`config.mk`:
```
export PLATFORM = sky130hd
export DESIGN_NAME = fpl_perp_lock_ctrl
export DESIGN_NICKNAME = d
export VERILOG_FILES = /design/src/verilog/fpl_perp_lock_ctrl.v
export VERILOG_INCLUDE_DIRS = /design/src /design/src/verilog
export SDC_FILE = /design/constraint.sdc
export NUM_CORES = 1
export LEC_CHECK = 0
export BUFFER_PORTS_ARGS = -buffer_cell sky130_fd_sc_hd__buf_2
export CORE_MARGIN = 5
export CORE_UTILIZATION = 40
export DETAILED_ROUTE_END_ITERATION = 16
export RECOVER_POWER = 25
export SETUP_SLACK_MARGIN = 0.3
export SKIP_LAST_GASP = 1
export SLEW_MARGIN = 20
export SYNTH_ARGS = -nofsm -noshare
export SYNTH_HDL_FRONTEND = slang
export SYNTH_SLANG_ARGS = --single-unit
```
`constraint.sdc`:
```
create_clock -name i_clk -period 3.05 [get_ports i_clk]
set_input_delay 0.61 -clock i_clk [delete_from_list [all_inputs] [get_ports i_clk]]
set_output_delay 0.61 -clock i_clk [all_outputs]
set_load 0.005 [all_outputs]
```
`src/verilog/fpl_defs.vh`:
```
`ifndef FPL_DEFS_VH
`define FPL_DEFS_VH
// gap2 lengths and write-gate lead in bytes
`define FPL_GAP2_CONV 8'h16
`define FPL_GAP2_PERP1M 8'h29
`define FPL_VCO_CONV 8'h18
`define FPL_VCO_PERP1M 8'h2B
`define FPL_WG_PERP1M 8'h26
`define FPL_WG_PERP500 8'h13
`define FPL_WG_NONE 8'h00
// command codes and field positions
`define FPL_CMD_PERP 8'h12
`define FPL_CMD_LOCK_LO 5'h14
`define FPL_CMD_DUMP 8'h0E
`define FPL_LOCK_BIT 7
`define FPL_PERP_OW 7
`define FPL_PERP_GAP 0
`define FPL_PERP_PERP_RATE_SELECT_HIGH 1
// reset values
`define FPL_RST_FIFO_DIS 1'b1
`define FPL_RST_FIFO_THR 4'h0
`define FPL_RST_PRECOMP_START_TRACK 8'h00
// data rate codes
`define FPL_RATE_1M 2'h3
`define FPL_RATE_500K 2'h0
`endif

```
`src/verilog/fpl_perp_lock_ctrl.v`:
```
// What this block does
// - any reset returns to conventional mode, both global mode bits zero.
// - 1 Mbps perpendicular mode uses 41-byte post-id gap, else 22.
// - conventional read enables the oscillator 24 bytes into the gap.
// - 1 Mbps perpendicular read enables the oscillator at 43 bytes.
// - oscillator enable rises about two bytes into the sync field.
// - conventional write raises write gate at sync field start.
// - 1 Mbps perpendicular write writes 38 bytes inside the gap.
// - 500 Kbps perpendicular write writes 19 bytes inside the gap.
// - with global bits zero, set per-drive bits make drives perpendicular.
// - per-drive perpendicular write writes 19 bytes inside the gap at 500 Kbps, selects a 38-byte lead at 1 Mbps, none at other rates.
// - per-drive perpendicular writes use zero precompensation.
// - other drives use the programmed precompensation value.
// - per-drive bits change only on hardware reset or when overwrite enable is one.
// - any global mode bit set makes per-drive bits ignored.
// - software reset clears the global mode bits, not the per-drive bits.
// - hardware reset clears global and per-drive bits.
// - with lock set, software reset keeps fifo and pretrack settings.
// - hardware reset clears lock and restores fifo and pretrack defaults.
// - lock command returns one result byte holding the new lock bit.
// - dump command's eighth byte carries lock and per-drive bits.
// - hardware reset leaves legacy-compatible defaults from host-type straps.
// - default fifo threshold is one byte, fifo disabled.
// - default precompensation start track is zero.
`timescale 1ns/10ps
`default_nettype none
`include "fpl_defs.vh"
module fpl_perp_lock_ctrl #(
  parameter NDRV = 4
) (
  // clock and resets
  input wire i_clk,
  input wire i_rst,
  input wire i_sw_rst,
  // command byte handshake
  input wire i_cmd_valid,
  input wire [7:0] i_cmd_byte,
  output wire o_cmd_ready,
  output wire o_res_valid,
  output wire [7:0] o_res_byte,
  input wire i_res_ack,
  // configure command inputs
  input wire i_cfg_wr,
  input wire i_cfg_fifo_dis,
  input wire [3:0] i_cfg_fifo_thr,
  input wire [7:0] i_cfg_precomp_start_track,
  // legacy mode straps from firmware
  input wire i_host_type,
  input wire i_enc_mfm,
  // operation context
  input wire [1:0] i_data_rate,
  input wire [1:0] i_drive_sel,
  input wire [2:0] i_precomp_prog,
  input wire i_in_gap2,
  input wire i_gap_byte_tick,
  input wire i_write_op,
  // derived outputs
  output wire [7:0] o_gap2_len,
  output wire o_osc_lock_enable,
  output wire o_write_gate,
  output wire [2:0] o_precomp,
  output wire o_drive_perp,
  output wire o_fifo_disable_bit,
  output wire [3:0] o_fifo_threshold,
  output wire [7:0] o_precomp_start_track,
  output wire o_lock,
  output wire [NDRV-1:0] o_per_drive_perp_bits,
  output wire o_legacy_host_type,
  output wire o_legacy_mfm
);
  localparam ST_IDLE = 2'd0;
  localparam ST_PERP = 2'd1;
  localparam ST_RES = 2'd2;

  reg [1:0] state_ff;
  reg [1:0] nxt_state;
  reg ready_ff;
  reg perp_rate_select_high_ff;
  reg gap_sel_ff;
  reg [NDRV-1:0] drv_ff;
  reg lock_ff;
  reg fifo_dis_ff;
  reg [3:0] thr_ff;
  reg [7:0] precomp_start_track_ff;
  reg res_valid_ff;
  reg [7:0] res_byte_ff;
  reg [7:0] dump_byte;
  reg [3:0] dump_idx_ff;
  reg host_ff;
  reg mfm_ff;
  reg [7:0] gap2_ff;
  reg [7:0] gap_cnt_ff;
  reg [7:0] wg_lead_ff;
  reg osc_ff;
  reg wg_ff;
  reg drvp_ff;
  reg [2:0] precomp_ff;
  reg rst_q_ff;

  wire glob_any = perp_rate_select_high_ff | gap_sel_ff;
  wire drv_perp = !glob_any && drv_ff[i_drive_sel];
  wire perp1m = perp_rate_select_high_ff & gap_sel_ff;
  wire perp500 = gap_sel_ff & ~perp_rate_select_high_ff; // table encoding taken
  wire take = i_cmd_valid && (state_ff != ST_RES);
  wire perp_prm = (state_ff == ST_PERP) && take;
  wire lock_cmd = (state_ff == ST_IDLE) && take && (i_cmd_byte[4:0] == `FPL_CMD_LOCK_LO);
  wire dump_cmd = (state_ff == ST_IDLE) && take && (i_cmd_byte == `FPL_CMD_DUMP);
  reg [7:0] vco_at;
  reg [7:0] wg_lead;
  reg [7:0] gap2_len;

  always @* begin
    gap2_len = perp1m ? `FPL_GAP2_PERP1M : `FPL_GAP2_CONV;
    vco_at = perp1m ? `FPL_VCO_PERP1M : `FPL_VCO_CONV;
    if (perp1m) begin
      wg_lead = `FPL_WG_PERP1M;
    end else if (perp500) begin
      wg_lead = `FPL_WG_PERP500;
    end else if (drv_perp) begin
      wg_lead = (i_data_rate == `FPL_RATE_1M) ? `FPL_WG_PERP1M :
                (i_data_rate == `FPL_RATE_500K) ? `FPL_WG_PERP500 : `FPL_WG_NONE;
    end else begin
      wg_lead = `FPL_WG_NONE;
    end
  end

  always @* begin
    nxt_state = state_ff;
    case (state_ff)
      ST_IDLE: begin
        if (take && i_cmd_byte == `FPL_CMD_PERP) begin
          nxt_state = ST_PERP;
        end else if (take && (i_cmd_byte[4:0] == `FPL_CMD_LOCK_LO || i_cmd_byte == `FPL_CMD_DUMP)) begin
          nxt_state = ST_RES;
        end
      end
      ST_PERP: begin
        if (take) begin
          nxt_state = ST_IDLE;
        end
      end
      ST_RES: begin
        if (res_valid_ff && i_res_ack && dump_idx_ff == 4'd0) begin
          nxt_state = ST_IDLE;
        end
      end
      default: nxt_state = ST_IDLE;
    endcase
  end

  // ready is registered so the port comes straight from a flip-flop
  always @(posedge i_clk) begin
    if (i_rst) begin
      state_ff <= ST_IDLE;
      ready_ff <= 1'b1;
    end else begin
      state_ff <= nxt_state;
      ready_ff <= (nxt_state != ST_RES);
    end
  end

  always @(posedge i_clk) begin
    rst_q_ff <= i_rst;
  end

  // global mode bits and per-drive bits
  always @(posedge i_clk) begin
    if (i_rst) begin
      perp_rate_select_high_ff <= 1'b0;
      gap_sel_ff <= 1'b0;
      drv_ff <= {NDRV{1'b0}};
    end else if (i_sw_rst) begin
      // software reset wins over a parameter byte in the same cycle
      perp_rate_select_high_ff <= 1'b0;
      gap_sel_ff <= 1'b0;
    end else if (perp_prm) begin
      perp_rate_select_high_ff <= i_cmd_byte[`FPL_PERP_PERP_RATE_SELECT_HIGH];
      gap_sel_ff <= i_cmd_byte[`FPL_PERP_GAP];
      if (i_cmd_byte[`FPL_PERP_OW]) begin
        drv_ff <= i_cmd_byte[NDRV+1:2];
      end
    end
  end

  // fifo and pretrack settings, kept over software reset while locked
  always @(posedge i_clk) begin
    if (i_rst) begin
      fifo_dis_ff <= `FPL_RST_FIFO_DIS;
      thr_ff <= `FPL_RST_FIFO_THR;
      precomp_start_track_ff <= `FPL_RST_PRECOMP_START_TRACK;
    end else if (i_sw_rst) begin
      if (!lock_ff) begin
        fifo_dis_ff <= `FPL_RST_FIFO_DIS;
        thr_ff <= `FPL_RST_FIFO_THR;
        precomp_start_track_ff <= `FPL_RST_PRECOMP_START_TRACK;
      end
    end else if (i_cfg_wr) begin
      fifo_dis_ff <= i_cfg_fifo_dis;
      thr_ff <= i_cfg_fifo_thr;
      precomp_start_track_ff <= i_cfg_precomp_start_track;
    end
  end

  always @(posedge i_clk) begin
    if (i_rst) begin
      lock_ff <= 1'b0;
    end else if (lock_cmd) begin
      lock_ff <= i_cmd_byte[`FPL_LOCK_BIT];
    end
  end

  // dump bytes are counted down; the byte loaded at index k is shown at k-1
  // so loading at index 3 makes index 2 the eighth of ten
  always @* begin
    dump_byte = 8'h00;
    case (dump_idx_ff)
      4'd3: begin
        dump_byte = {lock_ff, {(6-NDRV){1'b0}}, gap_sel_ff, drv_ff};
      end
      4'd2: begin
        dump_byte = {fifo_dis_ff, 3'b000, thr_ff};
      end
      4'd1: begin
        dump_byte = precomp_start_track_ff;
      end
      default: begin
        dump_byte = 8'h00;
      end
    endcase
  end

  always @(posedge i_clk) begin
    if (i_rst) begin
      res_valid_ff <= 1'b0;
      res_byte_ff <= 8'h00;
      dump_idx_ff <= 4'h0;
    end else if (lock_cmd) begin
      res_valid_ff <= 1'b1;
      res_byte_ff <= {3'b000, i_cmd_byte[`FPL_LOCK_BIT], 4'h0};
      dump_idx_ff <= 4'h0;
    end else if (dump_cmd) begin
      res_valid_ff <= 1'b1;
      res_byte_ff <= 8'h00;
      dump_idx_ff <= 4'd9;
    end else if (res_valid_ff && i_res_ack) begin
      if (dump_idx_ff == 4'd0) begin
        res_valid_ff <= 1'b0;
      end else begin
        dump_idx_ff <= dump_idx_ff - 4'd1;
        res_byte_ff <= dump_byte;
      end
    end
  end

  // mode-derived values, settled before a gap starts
  always @(posedge i_clk) begin
    if (i_rst) begin
      gap2_ff <= `FPL_GAP2_CONV;
      wg_lead_ff <= `FPL_WG_NONE;
      drvp_ff <= 1'b0;
      precomp_ff <= 3'h0;
    end else begin
      gap2_ff <= gap2_len;
      wg_lead_ff <= wg_lead;
      drvp_ff <= drv_perp;
      precomp_ff <= drv_perp ? 3'h0 : i_precomp_prog;
    end
  end

  // gap2 byte position drives oscillator and write gate timing
  always @(posedge i_clk) begin
    if (i_rst) begin
      gap_cnt_ff <= 8'h00;
      osc_ff <= 1'b0;
      wg_ff <= 1'b0;
    end else if (!i_in_gap2) begin
      gap_cnt_ff <= 8'h00;
      osc_ff <= 1'b0;
      wg_ff <= 1'b0;
    end else if (i_gap_byte_tick) begin
      gap_cnt_ff <= gap_cnt_ff + 8'd1;
      if (!i_write_op && gap_cnt_ff + 8'd1 == vco_at) begin
        osc_ff <= 1'b1;
      end
      // the lead is counted back from the end of the gap
      if (i_write_op && wg_lead_ff != `FPL_WG_NONE && gap_cnt_ff + 8'd1 + wg_lead_ff == gap2_ff) begin
        wg_ff <= 1'b1;
      end
      if (i_write_op && gap_cnt_ff + 8'd1 == gap2_ff) begin
        wg_ff <= 1'b1;
      end
    end
  end

  // legacy straps caught on reset release, never under reset
  always @(posedge i_clk) begin
    if (rst_q_ff && !i_rst) begin
      host_ff <= i_host_type;
      mfm_ff <= i_enc_mfm;
    end
  end

  assign o_cmd_ready = ready_ff;
  assign o_res_valid = res_valid_ff;
  assign o_res_byte = res_byte_ff;
  assign o_gap2_len = gap2_ff;
  assign o_osc_lock_enable = osc_ff;
  assign o_write_gate = wg_ff;
  assign o_precomp = precomp_ff;
  assign o_drive_perp = drvp_ff;
  assign o_fifo_disable_bit = fifo_dis_ff;
  assign o_fifo_threshold = thr_ff;
  assign o_precomp_start_track = precomp_start_track_ff;
  assign o_lock = lock_ff;
  assign o_per_drive_perp_bits = drv_ff;
  assign o_legacy_host_type = host_ff;
  assign o_legacy_mfm = mfm_ff;
endmodule
`default_nettype wire

```
==> metrics.md, run 1 <==
| Metric | Value |
|---|---|
| Logic pwr share | 0.069 |
| Share of synthesized flip-flops with an asynchronous set or reset | 0 |
| Area grow syn2layout | 21.8% |
| Post-Synth XOR/XNOR Area | 0.0670 |
| EDFF count, synth | 2 |
| Final setup TNS | 0 ns |
| I/O Buffers | 80 |
| GR Util met3 | 0.0482 |
| RD Place Congestion | 0.833 |
| Die span in y | 96.7 um |
| CP startpoint kind | register |
| Crit Path Max Fanout | 9 |
| Fin. max-slew vios | 0 |
| Mapped cell area | 3010 sq um |
| Psw | 376 uW |
| Sink Count | 58 |
| Largest family of logic cells by synthesized area | simple AND/OR/NAND/NOR gates |
| Simple-gate share of the synthesized area | 0.221 |
| Most common cell after layout, fill and taps aside | buf_2 |
| Share of layout cells above drive strength 1 | 0.275 |
| GRT Resource Usage Total | 0.156 |
| Via/cell ratio | 5.09 |
| Final Critical Period | 2.52 ns |
| Post-Layout Cell Count | 514 |
| Synth Area in Adders | 0.0649 |
| CTS root buf | clkbuf_8 |
| Register Area | 1180 sq um |
| Non-Filler Cell Area, Final | 3660 sq um |
| Area of the multi-input gates | 1650 sq um |
| Yosys cell types | 61 |
| Fmax | 0.398 GHz |
| Initial Util | 0.412 |
| Initial DRC Count | 137 |
| Switching share of power | 0.227 |
| Worst Setup Path Type | register to register |
| Internal | 1280 uW |
| Initial antenna violation count | 0 |
| Status | finished clean |
| FP Rows | 31 |
| Nets | 464 |
| CP top delay family | compound AO/OA/AOI/OAI gates |
| Grt met2 use | 0.257 |
| Final worst path period share | 0.825 |
| Register area share after synthesis | 0.393 |
| Die ar. | 9350 sq um |
| Buf/Inv on CP | 1 |
| Clock tree from TritonCTS | done |
| RSZ-0062 raised after global routing | no |
| Post-synthesis mux area share | 0.0300 |
| Post-route ant nets | 0 |
| Sequential Power Share | 0.473 |
| H-tree depth | 3 |
| Final setup fails | 0 |
| Number of diodes | 0 |
| Synth Instances | 334 |
| Area of the core | 7290 sq um |
| Pin count of the biggest net entering global routing | 34 |
| GRT Residual Overflow | 0 |
| First-pass GRT wire length | 12,000 um |
| DRC | 0 |
| FILL cells | 749 |
| CTS max path bufs | 2 |
| Clk_lat worst skew | 0.34 ns |
| Most frequent cells in the layout | 79 x buf_2, 55 x dfxtp_1, 45 x nor2_1 |
| Peak supply drop | 240 uV |
| Total placed cells including tap cells | 498 |
| Boundary Pins | 83 |
| CP Capture Type | register |
| Via Count | 2,616 |
| Clock network fraction of design power | 0.457 |
| Synthesis-stage register bit count | 58 |
| Slowest CP cell | dfxtp_1 |
| Syn avg cell area | 9.00 sq um |
| Final Hold Fails | 0 |
| CP cell instances | xnor2_1 > inv_1 > ha_1 > a21oi_1 > nand2_1 > a311o_1 > and4_1 > o211ai_1 > o22ai_2 |
| Synth Warn # | 0 |
| Grt met1 use | 0.189 |
| Required @ worst endpoint | 3.27 ns |
| Compound-Gate Fraction of Synth Area | 0.161 |
| Hpwl dp | 5530 um |
| Leakage | 0.00161 uW |
| Worst path max stage delay | 0.57 ns |
| Hold WS | 0.445 ns |
| CTS Buf Count | 9 |
| Class of the worst hold path | register to register |
| DRT Pass-1 Iters | 4 |
| Die W | 96.7 um |
| Area of placed instances | 3440 sq um |
| Max_cap viols | 0 |
| Worst clock skew | 0.00943 ns |
| Worst slew pin tran | 1.41 ns |
| Detailed Route WL | 7290 um |
| Total power | 1660 uW |
| Critical path arrival | 2.73 ns |
| WL per Instance | 14.2 um |
| Vias in the first global route | 2,528 |
| Slew HR | 0.0627 |
| Global routing's busiest layer | met2 |
| P per Cell Area | 453 nW/um^2 |
| Post-synth top flop | dfxtp_1 |
| Clock slew at reported path FFs | 0.07 ns |
layout make-up:
| class | count | area share |
|---|---|---|
| flip-flops and latches | 58 | 0.323 |
| repair buffers | 85 | 0.118 |
| well taps | 99 | 0.0338 |
| clock buffers | 10 | 0.0348 |
| multi-input cells | 240 | 0.452 |
| inverters | 16 | 0.0164 |
| clock inverters | 6 | 0.0222 |
worst paths after layout:
path                                     to  slack, ns                           start  cells past startpoint
max               o_write_gate$_SDFFE_PP0P_       0.53      gap_cnt_ff[2]$_SDFFE_PP0P_                      9
min          o_osc_lock_enable$_SDFFE_PP0P_       0.45  o_osc_lock_enable$_SDFFE_PP0P_                      2
max reg2reg       o_write_gate$_SDFFE_PP0P_       0.53      gap_cnt_ff[2]$_SDFFE_PP0P_                      9
min reg2reg  o_osc_lock_enable$_SDFFE_PP0P_       0.45  o_osc_lock_enable$_SDFFE_PP0P_                      2
kinds of logic after synthesis:
group	count (synthesis)
buf+inv	37
other cells	1
fa+ha+maj	15
xor+xnor	20
flops	58
compound gates	64
simple gates	130
mux	9
flip-flops by register name, indices dropped and copies added, names as in the netlist, 2 cells and up:
signal / cells
dump_idx_ff: 4
gap_cnt_ff: 8
o_fifo_threshold: 4
o_gap2_len: 2
o_per_drive_perp_bits: 4
o_precomp: 3
o_precomp_start_track: 8
o_res_byte: 8
state_ff: 2
wg_lead_ff: 3
per-layer routing:
metal  routed length, um  share of wire  vias up
met1                3240           0.44     1220
met4                 122          0.017        0
met5                   0              0        -
met3                 400          0.055       12
li1                    -              -     1316
met2                3530           0.48       68
power groups by stage:
| stage | Combinational (uW) | Sequential (uW) | Clock, uW |
|---|---|---|---|
| after detailed placement | 115 | 801 | 0 |
| after global routing | 129 | 786 | 810 |
| after global placement | 114 | 801 | 0 |
| after floorplan | 58.7 | 801 | 0 |
| after CTS | 116 | 784 | 778 |
| final | 115 | 785 | 758 |
worst reg2reg max path: stages (launching register included):
cell,delay [ns]
dfxtp_1,0.57
xnor2_1,0.22
inv_1,0.08
ha_1,0.33
a21oi_1,0.19
nand2_1,0.14
a311o_1,0.38
and4_1,0.20
o211ai_1,0.19
o22ai_2,0.08
stage by stage:
step,utilization,setup slack (ns)
2_1_floorplan,-,0.598
3_3_place_gp,0.472,0.465
3_5_place_dp,0.472,0.371
4_1_cts,0.501,0.368
5_1_grt,0.502,0.330
6_report,0.502,0.534
synthesized netlist by cell type (2+ instances only):
cell type  number  area [sq um]
a211oi_1        5          37.5
a21boi_0        2          15.0
a21oi_1        13          65.1
a221o_1         2          20.0
a22oi_1        19           143
a32oi_1         6          52.6
a41oi_1         2          17.5
and2_1          5          31.3
and3_1          2          12.5
and4_1          2          17.5
buf_1           2          7.51
buf_2           3          15.0
buf_4           8          60.1
buf_6           2          22.5
clkbuf_1        6          22.5
dfxtp_1        56          1120
edfxtp_1        2          60.1
ha_1           14           175
inv_1          16          60.1
mux2i_1         9          90.1
nand2_1        30           113
nand2b_1        5          31.3
nand3_1         8          40.0
nand3_2         3          30.0
nand3b_1        2          15.0
nand4_1         3          18.8
nor2_1         45           169
nor2b_1         5          31.3
nor3_1          5          25.0
o21ai_0         2          10.0
o22ai_1         2          12.5
or3_1           3          18.8
xnor2_1        10          87.6
xor2_1          8          70.1
repair_timing:
action | 4_1_cts | 5_1_grt
resized for setup | 0 | 3
buffers inserted | 0 | 0
endpoints found under the setup margin | 0 | 1
hold buffers | 0 | 0
Power figures use the tool's default switching activity.
==> inputs of run 2 (changes only) <==
==> constraint.sdc (replaced) <==
create_clock -name i_clk -period 2.54 [get_ports i_clk]
set_input_delay 0.508 -clock i_clk [delete_from_list [all_inputs] [get_ports i_clk]]
set_output_delay 0.508 -clock i_clk [all_outputs]
set_load 0.005 [all_outputs]
==> metrics.md, run 2 (synthesis results as in run 1) <==
| Metric | Value |
|---|---|
| Final worst path period share | 0.904 (+0.0788) |
| Final setup fails | 0 (unchanged) |
| Post-route ant nets | 0 (unchanged) |
| Boundary Pins | 83 (unchanged) |
| Fin. max-slew vios | 0 (unchanged) |
| DRC | 0 (unchanged) |
| Die span in y | 96.7 um (unchanged) |
| P per Cell Area | 534 nW/um^2 (+18%) |
| Peak supply drop | 268 uV (+11%) |
| Area of placed instances | 3500 sq um (+1.6%) |
| Sink Count | 58 (unchanged) |
| R2R Path Start | gap_cnt_ff[1]$_SDFFE_PP0P_ |
| Most frequent cells in the layout | 79 x buf_2, 53 x dfxtp_1, 44 x nor2_1 |
| I/O Buffers | 80 (unchanged) |
| Area grow syn2layout | 28.8% |
| Most common cell after layout, fill and taps aside | buf_2 |
| Final setup TNS | 0 ns (unchanged) |
| Required @ worst endpoint | 2.81 ns (-0.46 ns) |
| Nets | 474 (+2.2%) |
| Flop-to-flop setup slack | 0.24 ns (-0.29 ns) |
| Hpwl dp | 5670 um (+2.5%) |
| Post-Layout Cell Count | 524 (+1.9%) |
| Initial DRC Count | 93 (-32%) |
| Hold Path End | o_legacy_mfm$_DFFE_PP_ |
| Hold depth | 1 (-1) |
| Clock tree from TritonCTS | done |
| Final Hold Fails | 0 (unchanged) |
| RD Place Congestion | 0.854 (+2.6%) |
| GRT Resource Usage Total | 0.168 (+0.0116) |
| Initial antenna violation count | 0 (unchanged) |
| Max_cap viols | 0 (unchanged) |
| DRT Pass-1 Iters | 4 (unchanged) |
| Via Count | 2,669 (+2.0%) |
| Via/cell ratio | 5.09 (about the same) |
| Fmax | 0.436 GHz (+9.6%) |
| Worst Reg-to-Reg Cells | 11 (+2) |
| Clk_lat worst skew | 0.34 ns (about the same) |
| Slew HR | 0.0758 (+0.0131) |
| Leakage | 0.00167 uW (+4.1%) |
| RSZ-0062 raised after global routing | yes |
| FF-to-FF End | o_write_gate$_SDFFE_PP0P_ |
| Worst slew pin tran | 1.39 ns (-0.0197 ns) |
| Number of diodes | 0 (unchanged) |
| Hold buffer count at CTS | 0 (unchanged) |
| CTS root buf | clkbuf_8 |
| Die W | 96.7 um (unchanged) |
| Non-Filler Cell Area, Final | 3870 sq um (+5.7%) |
| Class of the worst hold path | input pin to register |
| Status | finished clean |
| Clock slew at reported path FFs | 0.07 ns (about the same) |
| FILL cells | 714 (-4.7%) |
| Total power | 2070 uW (+25%) |
| Detailed Route WL | 7760 um (+6.5%) |
| FP Rows | 31 (unchanged) |
| First-pass GRT wire length | 13,000 um (+8.2%) |
| Die ar. | 9350 sq um (unchanged) |
| GRT Residual Overflow | 0 (unchanged) |
| CP startpoint kind | register |
| Crit Path Max Fanout | 5 (-4) |
| Pin count of the biggest net entering global routing | 34 (unchanged) |
| Hold Startpoint | i_enc_mfm |
| Vias in the first global route | 2,706 (+7.0%) |
| CTS Buf Count | 9 (unchanged) |
| Total placed cells including tap cells | 501 (+0.60%) |
| Area of the core | 7290 sq um (unchanged) |
| Hold WS | 0.342 ns (-0.103 ns) |
| H-tree depth | 3 (unchanged) |
| Critical path arrival | 2.56 ns (-0.17 ns) |
| Initial Util | 0.412 (unchanged) |
| CP Capture Type | register |
| Worst Setup Path Type | register to register |
| CTS max path bufs | 2 (unchanged) |
| Share of layout cells above drive strength 1 | 0.325 (+0.0500) |
| Final Critical Period | 2.30 ns (-0.221 ns) |
| WL per Instance | 14.8 um (+4.5%) |
| Worst clock skew | 0.00875 ns (-0.000686 ns) |
==> run 2: cell types whose count changed in the layout (fill, tap and decap cells not counted), sizes merged <==
| cell | before | now |
|---|---|---|
| clkinvlp | 1 | 0 |
| clkbuf | 12 | 14 |
| buf | 83 | 93 |
| clkinv | 3 | 2 |
==> run 2: area by class of cell <==
type	instances	area (sq um)	area share
well taps	99	124	0.0320
repair buffers	95	520	0.134
inverters	16	60.1	0.0155
clock inverters	4	73.8	0.0191
flip-flops and latches	58	1190	0.307
clock buffers	12	155	0.0401
multi-input cells	240	1750	0.452
==> run 2: worst max-delay path by stage <==
stage / start / end / slack (ns) / cells after the start
5_1_grt: gap_cnt_ff[1]$_SDFFE_PP0P_ / o_write_gate$_SDFFE_PP0P_ / 0.08 / 10
3_5_place_dp: gap_cnt_ff[0]$_SDFFE_PP0P_ / o_write_gate$_SDFFE_PP0P_ / 0.13 / 10
6_report: gap_cnt_ff[1]$_SDFFE_PP0P_ / o_write_gate$_SDFFE_PP0P_ / 0.24 / 11
2_1_floorplan: gap_cnt_ff[0]$_SDFFE_PP0P_ / o_write_gate$_SDFFE_PP0P_ / 0.30 / 9
3_3_place_gp: gap_cnt_ff[0]$_SDFFE_PP0P_ / o_write_gate$_SDFFE_PP0P_ / 0.18 / 10
4_1_cts: gap_cnt_ff[1]$_SDFFE_PP0P_ / o_write_gate$_SDFFE_PP0P_ / 0.31 / 9
==> run 2: power by group <==
part	internal, uW	leakage [uW]	switching (uW)
registers	929	0.000475	12.0
clock network	607	0.000117	375
logic	66.3	0.00108	78.5
total	1600	0.00167	466
==> run 2: through the flow <==
stage | setup slack [ns] | util
after floorplan | 0.303 | -
after global placement | 0.178 | 0.480
after detailed placement | 0.129 | 0.480
after CTS | 0.312 | 0.522
after global routing | 0.0843 | 0.531
final | 0.245 | 0.531
==> run 2: routing by layer <==
metal | track usage | routed length (um)
met3 | 0.0439 | 429
met2 | 0.299 | 4040
met1 | 0.188 | 3170
met4 | 0.0713 | 122
met5 | 0 | 0
==> run 2: critical path: stages, from the launching register on <==
cell      delay (ns)
dfxtp_1         0.46
nand3_2         0.15
nor2_2          0.13
xnor2_1         0.16
inv_1           0.10
ha_1            0.32
nand2_1         0.10
a21oi_1         0.05
a221oi_2        0.29
xor2_1          0.11
o31a_1          0.26
o22ai_2         0.10
==> run 2: repair_timing <==
action | 4_1_cts | 5_1_grt
setup buffers | 3 | 4
pin swaps | 3 | 7
setup endpoints to repair | 1 | 1
gates resized for setup | 11 | 5
==> inputs of run 3 (changes only) <==
--- a/config.mk
+++ b/config.mk
@@ -10,6 +10,7 @@
 export CORE_MARGIN = 5
 export CORE_UTILIZATION = 40
 export DETAILED_ROUTE_END_ITERATION = 16
+export PLACE_DENSITY_LB_ADDON = 0.25
 export RECOVER_POWER = 25
 export SETUP_SLACK_MARGIN = 0.3
 export SKIP_LAST_GASP = 1
==> metrics.md, run 3 (synthesis results as in run 1) <==
| Metric | Value |
|---|---|
| FP Rows | 31 (unchanged) |
| Fmax | 0.457 GHz (+4.8%) |
| Final Hold Fails | 0 (unchanged) |
| Hold Path End | o_legacy_host_type$_DFFE_PP_ |
| FF-to-FF End | o_write_gate$_SDFFE_PP0P_ |
| CP cell instances | inv_1 > ha_1 > fa_2 > a21oi_1 > nor2_1 > a211oi_2 > nand3_1 > o31a_1 > o22ai_2 |
| CP startpoint kind | register |
| Area grow syn2layout | 28.3% |
| Nets | 473 (-0.21%) |
| Most frequent cells in the layout | 79 x buf_2, 52 x dfxtp_1, 44 x nor2_1 |
| Initial Util | 0.412 (unchanged) |
| Final setup fails | 0 (unchanged) |
| Hold depth | 1 (unchanged) |
| Fin worst setup slack | 0.351 ns (+0.106 ns) |
| Leakage | 0.00166 uW (-0.93%) |
| DRT Pass-1 Iters | 4 (unchanged) |
| Via Count | 2,717 (+1.8%) |
| Max_cap viols | 0 (unchanged) |
| GRT Residual Overflow | 0 (unchanged) |
| GRT Resource Usage Total | 0.166 (-0.00246) |
| Final setup TNS | 0 ns (unchanged) |
| CTS root buf | clkbuf_8 |
| Final Critical Period | 2.19 ns (-0.106 ns) |
| Status | finished clean |
| DRC | 0 (unchanged) |
| Pin count of the biggest net entering global routing | 34 (unchanged) |
| P per Cell Area | 494 nW/um^2 (-7.6%) |
| Critical path arrival | 2.46 ns (-0.10 ns) |
| Fin. max-slew vios | 0 (unchanged) |
| I/O Buffers | 80 (unchanged) |
| Worst clock skew | 0.0146 ns (+0.00584 ns) |
| CTS Buf Count | 9 (unchanged) |
| Pre-CTS WS | 0.0873 ns (-0.0416 ns) |
| Most common cell after layout, fill and taps aside | buf_2 |
| Clock slew at reported path FFs | 0.08 ns (about the same) |
| CP Capture Type | register |
| Initial antenna violation count | 1 (+1) |
| Via/cell ratio | 5.20 (+2.0%) |
| CTS max path bufs | 2 (unchanged) |
| Buf/Inv on CP | 1 (unchanged) |
| H-tree depth | 3 (unchanged) |
| Worst Setup Path Type | register to register |
| Worst path max stage delay | 0.40 ns (-0.06 ns) |
| Vias in the first global route | 2,727 (+0.78%) |
| Area of the core | 7290 sq um (unchanged) |
| Worst Reg-to-Reg Cells | 9 (-2) |
| Final worst path period share | 0.862 (-0.0417) |
| Clock tree from TritonCTS | done |
| Hpwl dp | 5700 um (+0.55%) |
| Post-route ant nets | 0 (unchanged) |
| Hold buffer count at CTS | 0 (unchanged) |
| Die ar. | 9350 sq um (unchanged) |
| Hold Startpoint | i_host_type |
| R2R Path Start | gap_cnt_ff[0]$_SDFFE_PP0P_ |
| RD Place Congestion | 0.906 (+6.1%) |
| Required @ worst endpoint | 2.81 ns (about the same) |
| RSZ-0062 raised after global routing | yes |
| Worst slew pin tran | 1.41 ns (+0.0191 ns) |
| Number of diodes | 0 (unchanged) |
| WL per Instance | 14.8 um (about the same) |
| Share of layout cells above drive strength 1 | 0.330 (+0.00548) |
| Initial DRC Count | 107 (+15%) |
| Sink Count | 58 (unchanged) |
| Class of the worst hold path | input pin to register |
| Peak supply drop | 336 uV (+25%) |
| CP top delay family | compound AO/OA/AOI/OAI gates |
| Die span in y | 96.7 um (unchanged) |
| Flop-to-flop setup slack | 0.35 ns (+0.11 ns) |
| Slew HR | 0.0631 (-0.0127) |
| First-pass GRT wire length | 12,800 um (-1.2%) |
| Clk_lat worst skew | 0.34 ns (about the same) |
| Crit Path Max Fanout | 6 (+1) |
| Boundary Pins | 83 (unchanged) |
| Detailed Route WL | 7750 um (-0.12%) |
| Die W | 96.7 um (unchanged) |
| Slowest CP cell | dfxtp_4 |
run 3: metal layers:
metal / up-vias / share of wire / track usage / wire length (um)
met5: - / 0.0019 / 0 / 15
met4: 2 / 0.016 / 0.0508 / 124
met3: 13 / 0.063 / 0.0583 / 485
met2: 76 / 0.51 / 0.294 / 3950
met1: 1292 / 0.41 / 0.185 / 3170
li1: 1334 / - / - / -
run 3: what timing repair did:
| item | in CTS | in global routing |
|---|---|---|
| endpoints found under the setup margin | 1 | 1 |
| resized for setup | 10 | 11 |
| pin swaps | 3 | 8 |
| buffers inserted | 4 | 4 |
run 3: through the flow:
stage	cells	instance area [sq um]	utilization	power, uW	hold WS (ns)
after floorplan	335	3050	-	1040	0.442
after global placement	499	3480	0.478	1100	0.435
after detailed placement	499	3480	0.478	1100	0.442
after CTS	519	3750	0.514	1920	0.326
after global routing	523	3860	0.529	1990	0.313
final	523	3860	0.529	1900	0.340
run 3: power breakdown:
part | leakage [uW] | switching [uW] | total (uW) | internal, uW
Sequential | 0.000476 | 12.8 | 942 | 929
Clock | 0.000102 | 361 | 819 | 458
Combinational | 0.00108 | 77.8 | 143 | 64.9
Total | 0.00166 | 452 | 1900 | 1450
run 3: how the worst max path moves through the flow:
| stage | slack (ns) | cells past startpoint | start | end |
|---|---|---|---|---|
| floorplan | 0.30 | 9 | gap_cnt_ff[0]$_SDFFE_PP0P_ | o_write_gate$_SDFFE_PP0P_ |
| global placement | 0.16 | 10 | gap_cnt_ff[0]$_SDFFE_PP0P_ | o_write_gate$_SDFFE_PP0P_ |
| detailed placement | 0.09 | 10 | gap_cnt_ff[0]$_SDFFE_PP0P_ | o_write_gate$_SDFFE_PP0P_ |
| CTS | 0.31 | 9 | gap_cnt_ff[0]$_SDFFE_PP0P_ | o_write_gate$_SDFFE_PP0P_ |
| global route | 0.21 | 11 | gap_cnt_ff[4]$_SDFFE_PP0P_ | o_write_gate$_SDFFE_PP0P_ |
| finish | 0.35 | 9 | gap_cnt_ff[0]$_SDFFE_PP0P_ | o_write_gate$_SDFFE_PP0P_ |
run 3: layout make-up:
cell class / instances / area, sq um
fill: 735 / 3430
multi-input combinational: 240 / 1790
sequential: 58 / 1190
timing repair buffer: 94 / 500
clock buffer: 14 / 183
tap: 99 / 124
inverter: 16 / 60.1
clock inverter: 2 / 10.0
